**src/csf_map.vh**
```
// Register offsets, field positions and reset values of the clocked serial unit
`ifndef CSF_MAP_VH
`define CSF_MAP_VH

`define CSF_OFF_MAIN 5'h00
`define CSF_OFF_FMT 5'h04
`define CSF_OFF_WLEN 5'h08
`define CSF_OFF_STAT 5'h0c
`define CSF_OFF_TXBUF 5'h10
`define CSF_OFF_RXBUF 5'h14

`define CSF_MAIN_PWR 7
`define CSF_MAIN_TXE 6
`define CSF_MAIN_RXE 5
`define CSF_MAIN_DIR 4
`define CSF_MAIN_MASK 8'hf0

`define CSF_FMT_CKP 4
`define CSF_FMT_DAP 3
`define CSF_FMT_CKS_HI 2
`define CSF_FMT_CKS_LO 0
`define CSF_FMT_MASK 8'h1f
`define CSF_CKS_SLAVE 3'h7

`define CSF_WLEN_MASK 8'h0f
`define CSF_WLEN_TOP 3
`define CSF_LEN_BASE 5'h08
`define CSF_LEN_MAX 5'h10

`define CSF_STAT_BUSY 7

`define CSF_RST_MAIN 8'h00
`define CSF_RST_FMT 8'h00
`define CSF_RST_WLEN 8'h00
`define CSF_RST_BUF 16'h0000

`endif

```
**src/csf_sync.v**
```verilog
// Three-stage input synchroniser with agreement filter
`timescale 1ns/100ps
module csf_sync #(
    parameter WIDTH = 2
) (
    input wire clk_i,
    input wire arst_n_i,
    input wire [WIDTH-1:0] d_i,
    output reg [WIDTH-1:0] q_o
);
    reg [WIDTH-1:0] s1_r;
    reg [WIDTH-1:0] s2_r;
    reg [WIDTH-1:0] s3_r;
    integer i;

    always @(posedge clk_i or negedge arst_n_i) begin
        if (!arst_n_i) begin
            s1_r <= {WIDTH{1'b0}};
            s2_r <= {WIDTH{1'b0}};
            s3_r <= {WIDTH{1'b0}};
            q_o <= {WIDTH{1'b0}};
        end else begin
            s1_r <= d_i;
            s2_r <= s1_r;
            s3_r <= s2_r;
            // A change counts only once stages two and three agree
            for (i = 0; i < WIDTH; i = i + 1) begin
                if (s2_r[i] == s3_r[i]) begin
                    q_o[i] <= s3_r[i];
                end
            end
        end
    end
endmodule

```
**src/csf_clkdiv.v**
```verilog
// Serial clock divider producing half-period enable pulses
`timescale 1ns/100ps
module csf_clkdiv #(
    parameter CW = 7
) (
    input wire clk_i,
    input wire arst_n_i,
    input wire run_i,
    input wire [2:0] sel_i,
    output reg tick_o
);
    reg [CW-1:0] cnt_r;
    wire [CW-1:0] limit;

    // Half period is 2^sel cycles, so the full clock is fxx/2 .. fxx/128
    assign limit = {CW{1'b1}} >> (3'd7 - sel_i);

    always @(posedge clk_i or negedge arst_n_i) begin
        if (!arst_n_i) begin
            cnt_r <= {CW{1'b0}};
            tick_o <= 1'b0;
        end else if (!run_i) begin
            cnt_r <= {CW{1'b0}};
            tick_o <= 1'b0;
        end else if (cnt_r == limit) begin
            cnt_r <= {CW{1'b0}};
            tick_o <= 1'b1;
        end else begin
            cnt_r <= cnt_r + 1'b1;
            tick_o <= 1'b0;
        end
    end
endmodule

```
**src/csf_top.v**
```verilog
// Clocked serial unit: format and clock control with transfer engine
//
// Behaviour
// - Format/clock register is 8 bits, byte writable, resets to zero.
// - Word length register is 8 bits, byte writable, resets to zero.
// - Polarity and phase bits pick transfer type 1 (00) to 4 (11).
// - Master clock is fxx divided by 2..128 for select codes 000..110.
// - Format register writes take effect only while power-on is 0.
// - Length writes only when power-on is 0 or transmit and receive off.
// - Length codes 0..7 give 8..15 bits; top bit set gives 16.
// - Short words sit right aligned at bit 0 in both buffers.
// - Receive buffer bits above the length read zero after a transfer.
// - Transmit buffer bits above the length never reach the output.
//
// The placing of the registers and register access over Avalon-MM were decided locally.
`timescale 1ns/100ps
`include "csf_map.vh"
module csf_top (
    input wire clk_i,
    input wire arst_n_i,
    input wire [4:0] avs_address_i,
    input wire avs_read_i,
    input wire avs_write_i,
    input wire [31:0] avs_writedata_i,
    input wire [3:0] avs_byteenable_i,
    output reg [31:0] avs_readdata_o,
    output reg avs_waitrequest_o,
    input wire sck_i,
    output reg sck_o,
    output reg sck_oe_o,
    input wire si_i,
    output reg so_o,
    output reg so_oe_o
);
    localparam ST_IDLE = 2'b01;
    localparam ST_RUN = 2'b10;

    reg [7:0] main_r;
    reg [7:0] fmt_r;
    reg [7:0] wlen_r;
    reg [15:0] txbuf_r;
    reg [15:0] rxbuf_r;
    reg [15:0] txsh_r;
    reg [15:0] rxacc_r;
    reg [15:0] rxacc_nxt;
    reg [4:0] ecnt_r;
    reg [1:0] state_r;
    reg sck_f_d_r;
    reg [31:0] rdmux;
    reg so_nxt;

    wire [1:0] pin_f;
    wire tick;
    wire pwr = main_r[`CSF_MAIN_PWR];
    wire txe = main_r[`CSF_MAIN_TXE];
    wire rxe = main_r[`CSF_MAIN_RXE];
    wire lsb_first = main_r[`CSF_MAIN_DIR];
    wire cpol = fmt_r[`CSF_FMT_CKP];
    wire dap = fmt_r[`CSF_FMT_DAP];
    wire [2:0] cks = fmt_r[`CSF_FMT_CKS_HI:`CSF_FMT_CKS_LO];
    wire master = (cks != `CSF_CKS_SLAVE);
    wire busy = (state_r == ST_RUN);

    // Length from the four-bit field
    wire [4:0] len = wlen_r[`CSF_WLEN_TOP] ? `CSF_LEN_MAX :
        (`CSF_LEN_BASE + {2'b00, wlen_r[2:0]});
    wire [16:0] len_mask17 = (17'h00001 << len) - 17'h00001;
    wire [15:0] len_mask = len_mask17[15:0];

    // Bus handshake: a request is taken on the edge where waitrequest is low
    wire take = (avs_read_i || avs_write_i) && !avs_waitrequest_o;
    wire wr_take = avs_write_i && !avs_waitrequest_o;
    wire rd_take = avs_read_i && !avs_waitrequest_o;
    wire be0 = avs_byteenable_i[0];
    wire be1 = avs_byteenable_i[1];
    wire wr_main = wr_take && be0 && (avs_address_i == `CSF_OFF_MAIN);
    wire wr_fmt = wr_take && be0 && (avs_address_i == `CSF_OFF_FMT);
    wire wr_wlen = wr_take && be0 && (avs_address_i == `CSF_OFF_WLEN);
    wire wr_tx = wr_take && (avs_address_i == `CSF_OFF_TXBUF);
    wire rd_rx = rd_take && (avs_address_i == `CSF_OFF_RXBUF);

    // Transmit starts a transfer; with transmit off a dummy receive read does
    wire start = !busy && pwr && ((wr_tx && txe) || (rd_rx && rxe && !txe));

    // Bit counter and buffer bit position for the current edge
    wire [3:0] bit_n = ecnt_r[4:1];
    wire [3:0] bit_n1 = bit_n + 4'h1;
    wire [4:0] len_m1 = len - 5'h01;
    wire [3:0] pos_n = lsb_first ? bit_n : (len_m1[3:0] - bit_n);
    wire [3:0] pos_n1 = lsb_first ? bit_n1 : (len_m1[3:0] - bit_n1);
    wire [3:0] pos_0 = lsb_first ? 4'h0 : len_m1[3:0];
    wire [4:0] last_e = {len_m1[3:0], 1'b1};

    // Serial clock edge: divider tick as master, filtered pin edge as slave
    wire slv_edge = (pin_f[0] != sck_f_d_r);
    wire sck_edge = busy && (master ? tick : slv_edge);
    // Phase 0 samples on even edges, phase 1 on odd edges
    wire samp = sck_edge && (ecnt_r[0] == dap);
    wire last = sck_edge && (ecnt_r == last_e);

    csf_sync #(
        .WIDTH(2)
    ) u_sync (
        .clk_i(clk_i),
        .arst_n_i(arst_n_i),
        .d_i({si_i, sck_i}),
        .q_o(pin_f)
    );

    csf_clkdiv #(
        .CW(7)
    ) u_div (
        .clk_i(clk_i),
        .arst_n_i(arst_n_i),
        .run_i(busy && master),
        .sel_i(cks),
        .tick_o(tick)
    );

    // Next receive accumulator with the sampled bit folded in
    always @* begin
        rxacc_nxt = rxacc_r;
        if (samp) begin
            rxacc_nxt[pos_n] = pin_f[1];
        end
    end

    // Next serial output bit
    always @* begin
        so_nxt = so_o;
        if (sck_edge && !samp) begin
            if (dap) begin
                so_nxt = txsh_r[pos_n];
            end else if (!last && ({1'b0, bit_n1} < len)) begin
                so_nxt = txsh_r[pos_n1];
            end
        end
    end

    // Read multiplexer; unmapped addresses read zero
    always @* begin
        rdmux = 32'h00000000;
        case (avs_address_i)
            `CSF_OFF_MAIN: rdmux[7:0] = main_r;
            `CSF_OFF_FMT: rdmux[7:0] = fmt_r;
            `CSF_OFF_WLEN: rdmux[7:0] = wlen_r;
            `CSF_OFF_STAT: rdmux[`CSF_STAT_BUSY] = busy;
            `CSF_OFF_TXBUF: rdmux[15:0] = txbuf_r;
            `CSF_OFF_RXBUF: rdmux[15:0] = rxbuf_r;
            default: rdmux = 32'h00000000;
        endcase
    end

    // Bus slave: one wait cycle, then a single low cycle of waitrequest
    always @(posedge clk_i or negedge arst_n_i) begin
        if (!arst_n_i) begin
            avs_waitrequest_o <= 1'b1;
            avs_readdata_o <= 32'h00000000;
        end else begin
            avs_waitrequest_o <= !((avs_read_i || avs_write_i) && avs_waitrequest_o);
            if (avs_read_i && avs_waitrequest_o) begin
                avs_readdata_o <= rdmux;
            end else if (take) begin
                avs_readdata_o <= 32'h00000000;
            end
        end
    end

    // Control registers
    always @(posedge clk_i or negedge arst_n_i) begin
        if (!arst_n_i) begin
            main_r <= `CSF_RST_MAIN;
            fmt_r <= `CSF_RST_FMT;
            wlen_r <= `CSF_RST_WLEN;
            txbuf_r <= `CSF_RST_BUF;
        end else begin
            if (wr_main) begin
                main_r <= avs_writedata_i[7:0] & `CSF_MAIN_MASK;
            end
            // Locked while powered so the live format never changes mid-word
            if (wr_fmt && !pwr) begin
                fmt_r <= avs_writedata_i[7:0] & `CSF_FMT_MASK;
            end
            if (wr_wlen && (!pwr || (!txe && !rxe))) begin
                wlen_r <= avs_writedata_i[7:0] & `CSF_WLEN_MASK;
            end
            if (wr_tx && be0) begin
                txbuf_r[7:0] <= avs_writedata_i[7:0];
            end
            if (wr_tx && be1) begin
                txbuf_r[15:8] <= avs_writedata_i[15:8];
            end
        end
    end

    // Transfer engine
    always @(posedge clk_i or negedge arst_n_i) begin
        if (!arst_n_i) begin
            state_r <= ST_IDLE;
            ecnt_r <= 5'h00;
            txsh_r <= `CSF_RST_BUF;
            rxacc_r <= `CSF_RST_BUF;
            rxbuf_r <= `CSF_RST_BUF;
            sck_f_d_r <= 1'b0;
            sck_o <= 1'b0;
            sck_oe_o <= 1'b0;
            so_o <= 1'b0;
            so_oe_o <= 1'b0;
        end else begin
            sck_f_d_r <= pin_f[0];
            sck_oe_o <= pwr && master;
            so_oe_o <= pwr && txe;
            if (!pwr) begin
                // Power off aborts any word in flight
                state_r <= ST_IDLE;
                ecnt_r <= 5'h00;
                sck_o <= cpol;
            end else begin
                case (state_r)
                    ST_IDLE: begin
                        sck_o <= cpol;
                        if (start && wr_tx) begin
                            state_r <= ST_RUN;
                            ecnt_r <= 5'h00;
                            rxacc_r <= 16'h0000;
                            // Tx bits above the length are dropped here
                            txsh_r <= avs_writedata_i[15:0] & len_mask;
                            if (!dap) begin
                                so_o <= avs_writedata_i[pos_0];
                            end
                        end else if (start) begin
                            state_r <= ST_RUN;
                            ecnt_r <= 5'h00;
                            rxacc_r <= 16'h0000;
                            txsh_r <= txbuf_r & len_mask;
                            if (!dap) begin
                                so_o <= txbuf_r[pos_0];
                            end
                        end
                    end
                    ST_RUN: begin
                        if (sck_edge) begin
                            ecnt_r <= ecnt_r + 5'h01;
                            rxacc_r <= rxacc_nxt;
                            so_o <= so_nxt;
                            if (master) begin
                                sck_o <= ~sck_o;
                            end
                        end
                        if (last) begin
                            state_r <= ST_IDLE;
                            rxbuf_r <= rxacc_nxt & len_mask;
                        end
                    end
                    default: state_r <= ST_IDLE;
                endcase
            end
        end
    end
endmodule

```
**config.mk**
```make
export PLATFORM = sky130hd
export DESIGN_NAME = csf_top
export DESIGN_NICKNAME = d
export VERILOG_FILES = /design/src/csf_sync.v /design/src/csf_clkdiv.v /design/src/csf_top.v
export VERILOG_INCLUDE_DIRS = /design/src /design/src/src
export SDC_FILE = /design/constraint.sdc
export NUM_CORES = 1
export LEC_CHECK = 0
export ABC_AREA = 1
export BUFFER_PORTS_ARGS = -buffer_cell sky130_fd_sc_hd__clkbuf_2
export CORE_MARGIN = 2
export CORE_UTILIZATION = 35
export DETAILED_ROUTE_END_ITERATION = 7
export SLEW_MARGIN = 25
export SYNTH_ARGS = -nofsm -noshare
export SYNTH_HDL_FRONTEND = slang
export SYNTH_HIERARCHICAL = 1
export SYNTH_SLANG_ARGS = --single-unit
```
**constraint.sdc**
```tcl
create_clock -name clk_i -period 6.2 [get_ports clk_i]
set_input_delay 0.31 -clock clk_i [delete_from_list [all_inputs] [get_ports clk_i]]
set_output_delay 0.31 -clock clk_i [all_outputs]
set_load 0.05 [all_outputs]
```
==> key figures <==
Flow run
  • Max Cap Violations: 0

Timing
  • Clock skew: around 0.012 ns
  • Max-slew headroom: 0.3425
  • Fin crit period: around 3.6 ns
  • Setup TNS: 0 ns
  • Worst Max-Slew Pin Slew: roughly 0.98 ns
  • Setup ws final: 2.606 ns
  • Pins Over Slew Limit: 0
  • Fin. Hold Viols: 0
  • Final setup viols: 0
  • Final worst-path cycle share: 0.5796
  • FMAX: ~0.28 GHz
  • RSZ-0062 raised after global routing: false

Logic synthesis
  • Syn Inst Count: between 1,000 and 1,500
  • Synth Register Bits: approximately 120
  • Ys flop type: dfrtp_1
  • Synthesized area per cell: roughly 7.3 µm²
  • Seq/Total Area, Yosys: 0.4099
  • Yosys warns: 6
  • Ys async rst share: 1.000
  • Mapped cell area: ~0.0075 mm²
  • Post-synth EDFFs: 0
  • Synth unique cells: 38

Layout
  • Layout Nets: roughly 1,100
  • Most frequent cells in the layout: nand2_1, inv_1, nand3_1, dfrtp_1, o21ai_0
  • Commonest non-fill, non-tap cell in the layout: nand2_1
  • Area of the multi-input gates: ~0.0037 mm²
  • Ant diodes: 0
  • Layout cells sized above 1: 0.1059
  • Area Growth Syn to Fin: 15.04%
  • Fill cell count: roughly 2,200
  • Register area: 0.003055 mm²

Floorplan
  • Core ar.: about 0.021 mm²
  • Die area: 0.02248 mm²
  • # IOs: 84
  • Starting Density: 0.3557
  • Die H: about 150 µm
  • Site row count: 53
  • Die Wd: roughly 150 µm

Setup path
  • R2R Setup Slk: between 2 and 3 ns
  • Largest stage delay, worst path: 0.49 ns
  • Worst-path maximum fanout: 24
  • R2r startpoint: wlen_r[3]
  • Capturing point of the worst reg2reg path: rxbuf_r[2]
  • Crit path required time: between 6 and 7 ns
  • Startpoint Class: register
  • CP delay by family, top: simple AND/OR/NAND/NOR gates
  • Worst Setup SP: wlen_r[3]
  • Cells on worst reg2reg path: 16
  • Worst setup EP type: register
  • Worst path slowest cell: dfrtp_1
  • CP Depth: 16
  • Bufs and invs on worst path: 4
  • WS Path Type: register to register
  • Cell Chain, Critical Path: nor2_1, inv_1, ha_1, inv_1, nand2_1, nand2_1, inv_1, ha_1, nand2_1, nor3_1, nand2_1, nor2_4, inv_1, nor2_1, nand3_1, o21ai_0
  • Worst EP arrival: between 3 and 4 ns
  • Crit path to: rxbuf_r[2]

Global routing
  • Antenna violations before repair: 0
  • Vias in the first global route: 6,606
  • GRT Overall Usage: 0.2004
  • Largest net degree at the start of global routing: between 60 and 70
  • Overflow after GRT: 0
  • First-pass GRT wire length: 34,880 µm

Placement
  • Setup Slack @ Placement: between 2 and 3 ns
  • GP Congestion: just over 0.9
  • Detail Placement HPWL: about 16,000 µm
  • # port buffers: 49

Route
  • Drc violations: 0
  • WL per Instance: approximately 16 µm
  • Drt total wl: between 20,000 and 25,000 µm
  • Vias: just under 7,000
  • Vias/cell: 5.088
  • Antenna viol nets, final: 0
  • Initial DRC Count: ~560
  • DRT Pass-1 Iters: 6

Min path
  • HP Class: primary input to register

Power and ir drop
  • PD cells: 279.5 mW/mm²
  • Cell leakage power: around 0.0043 µW
  • Maximum vdd drop: 0.0001772 V

Clock tree
  • H-tree levels: 4
  • Skew-Pair Late Insertion Delay: about 0.43 ns
  • CTS root buf: clkbuf_16
  • TritonCTS buffer count: 17
  • CTS Sinks: roughly 120
  • Post-CTS setup buffers: 0
  • Max Buffers Root-to-Sink: 2
  • CTS tree: done
  • Clock transition at path regs: approximately 0.060 ns

Run status
  • Outcome: completed
==> routing by layer <==
layer | up-vias | GRT usage | wire length [µm] | part of all wire
li1 | 3413 | - | - | -
met1 | 3259 | 0.2791 | 10030 | 0.46
met2 | 220 | 0.3105 | 9917 | 0.46
met3 | 33 | 0.04268 | 1366 | 0.063
met4 | 0 | 0.06415 | 387 | 0.018
met5 | - | 0 | 0 | 0
==> worst min-delay path by stage <==
| stage | start | end | cells after the start |
|---|---|---|---|
| after floorplan | arst_n_i | avs_readdata_o[0] | 0 |
| after global placement | u_sync/s1_r[1] | u_sync/s2_r[1] | 0 |
| after detailed placement | u_sync/s1_r[1] | u_sync/s2_r[1] | 0 |
| after CTS | avs_write_i | avs_waitrequest_o | 2 |
| after global routing | avs_write_i | avs_waitrequest_o | 2 |
| final | avs_write_i | avs_waitrequest_o | 2 |
==> worst reg2reg max path, stage by stage (launching register included) <==
cell	delay, ns
dfrtp_1	0.49
nor2_1	0.32
inv_1	0.16
ha_1	0.22
inv_1	0.05
nand2_1	0.04
nand2_1	0.09
inv_1	0.07
ha_1	0.33
nand2_1	0.09
nor3_1	0.23
nand2_1	0.16
nor2_4	0.49
inv_1	0.31
nor2_1	0.25
nand3_1	0.12
o21ai_0	0.09
==> kinds of logic after synthesis <==
logic type	Yosys count	share of synthesized area
xor gates and xnor gates	12	0.01410
other	2	0.001007
AOI/OAI and AO/OA	185	0.1420
muxes	2	0.002853
adders and majority gates	20	0.03558
buffers and inverters	190	0.1064
DFF	122	0.4099
and+or+nand+nor	490	0.2882
==> through the flow <==
step	cell area, µm²	total power (µW)	util	hold slack (ns)	cells
finish	8576	2397	0.4092	0.04869	1361
global route	8576	2514	0.4092	0.06328	1361
CTS	8567	2407	0.4088	0.04045	1361
detailed placement	7895	1313	0.3768	0.3347	1326
global placement	7895	1310	0.3768	0.3343	1326
floorplan	7515	1196	-	0.01441	1039
==> report_power, final <==
part	switching, µW	internal, µW	total [µW]
combinational	299	115	414
sequential	39.7	853	892
clock	394	697	1090
total	733	1660	2400
==> synth_stat cells, types with 2 or more instances <==
cell / number / area share
nand2_1: 270 / 0.14
inv_1: 146 / 0.074
dfrtp_1: 120 / 0.40
nand3_1: 120 / 0.081
o21ai_0: 95 / 0.064
nor2_1: 55 / 0.028
a21oi_1: 28 / 0.019
o22ai_1: 24 / 0.020
ha_1: 18 / 0.030
buf_4: 17 / 0.017
clkbuf_1: 14 / 0.0070
nand4_1: 13 / 0.011
a21o_1: 12 / 0.012
nand2_2: 9 / 0.0076
o211ai_1: 9 / 0.0091
buf_2: 7 / 0.0047
nor2_4: 7 / 0.011
nor2_2: 6 / 0.0050
nor3_1: 6 / 0.0040
o2111ai_1: 6 / 0.0070
xnor2_1: 6 / 0.0070
xor2_1: 6 / 0.0070
a221oi_1: 5 / 0.0059
inv_2: 3 / 0.0015
o21ai_1: 3 / 0.0020
clkinv_1: 2 / 0.0010
conb_1: 2 / 0.0010
dfstp_2: 2 / 0.0070
fa_1: 2 / 0.0054
nand3b_1: 2 / 0.0020
==> final cells by class <==
cell class | count | area share
multi-input cells | 727 | 0.4285
clock inverters | 13 | 0.02203
repair buffers | 54 | 0.03414
well taps | 275 | 0.04012
inverters | 151 | 0.06609
clock buffers | 19 | 0.05282
flip-flops and latches | 122 | 0.3563
==> sequential cells by signal (all words and copies together), names as in the netlist, 4 cells and up <==
signal / count
ecnt_r: 5
fmt_r: 5
txsh_r: 16
u_div/cnt_r: 7
wlen_r: 4
rxacc_r: 16
txbuf_r: 16
main_r: 4
rxbuf_r: 16
avs_readdata_o: 16
==> timing repair <==
item,in CTS,in global routing
hold buffers,3,0
resized for setup,0,0
hold endpoints to repair,36,0
(Power assumes the default switching activity.)
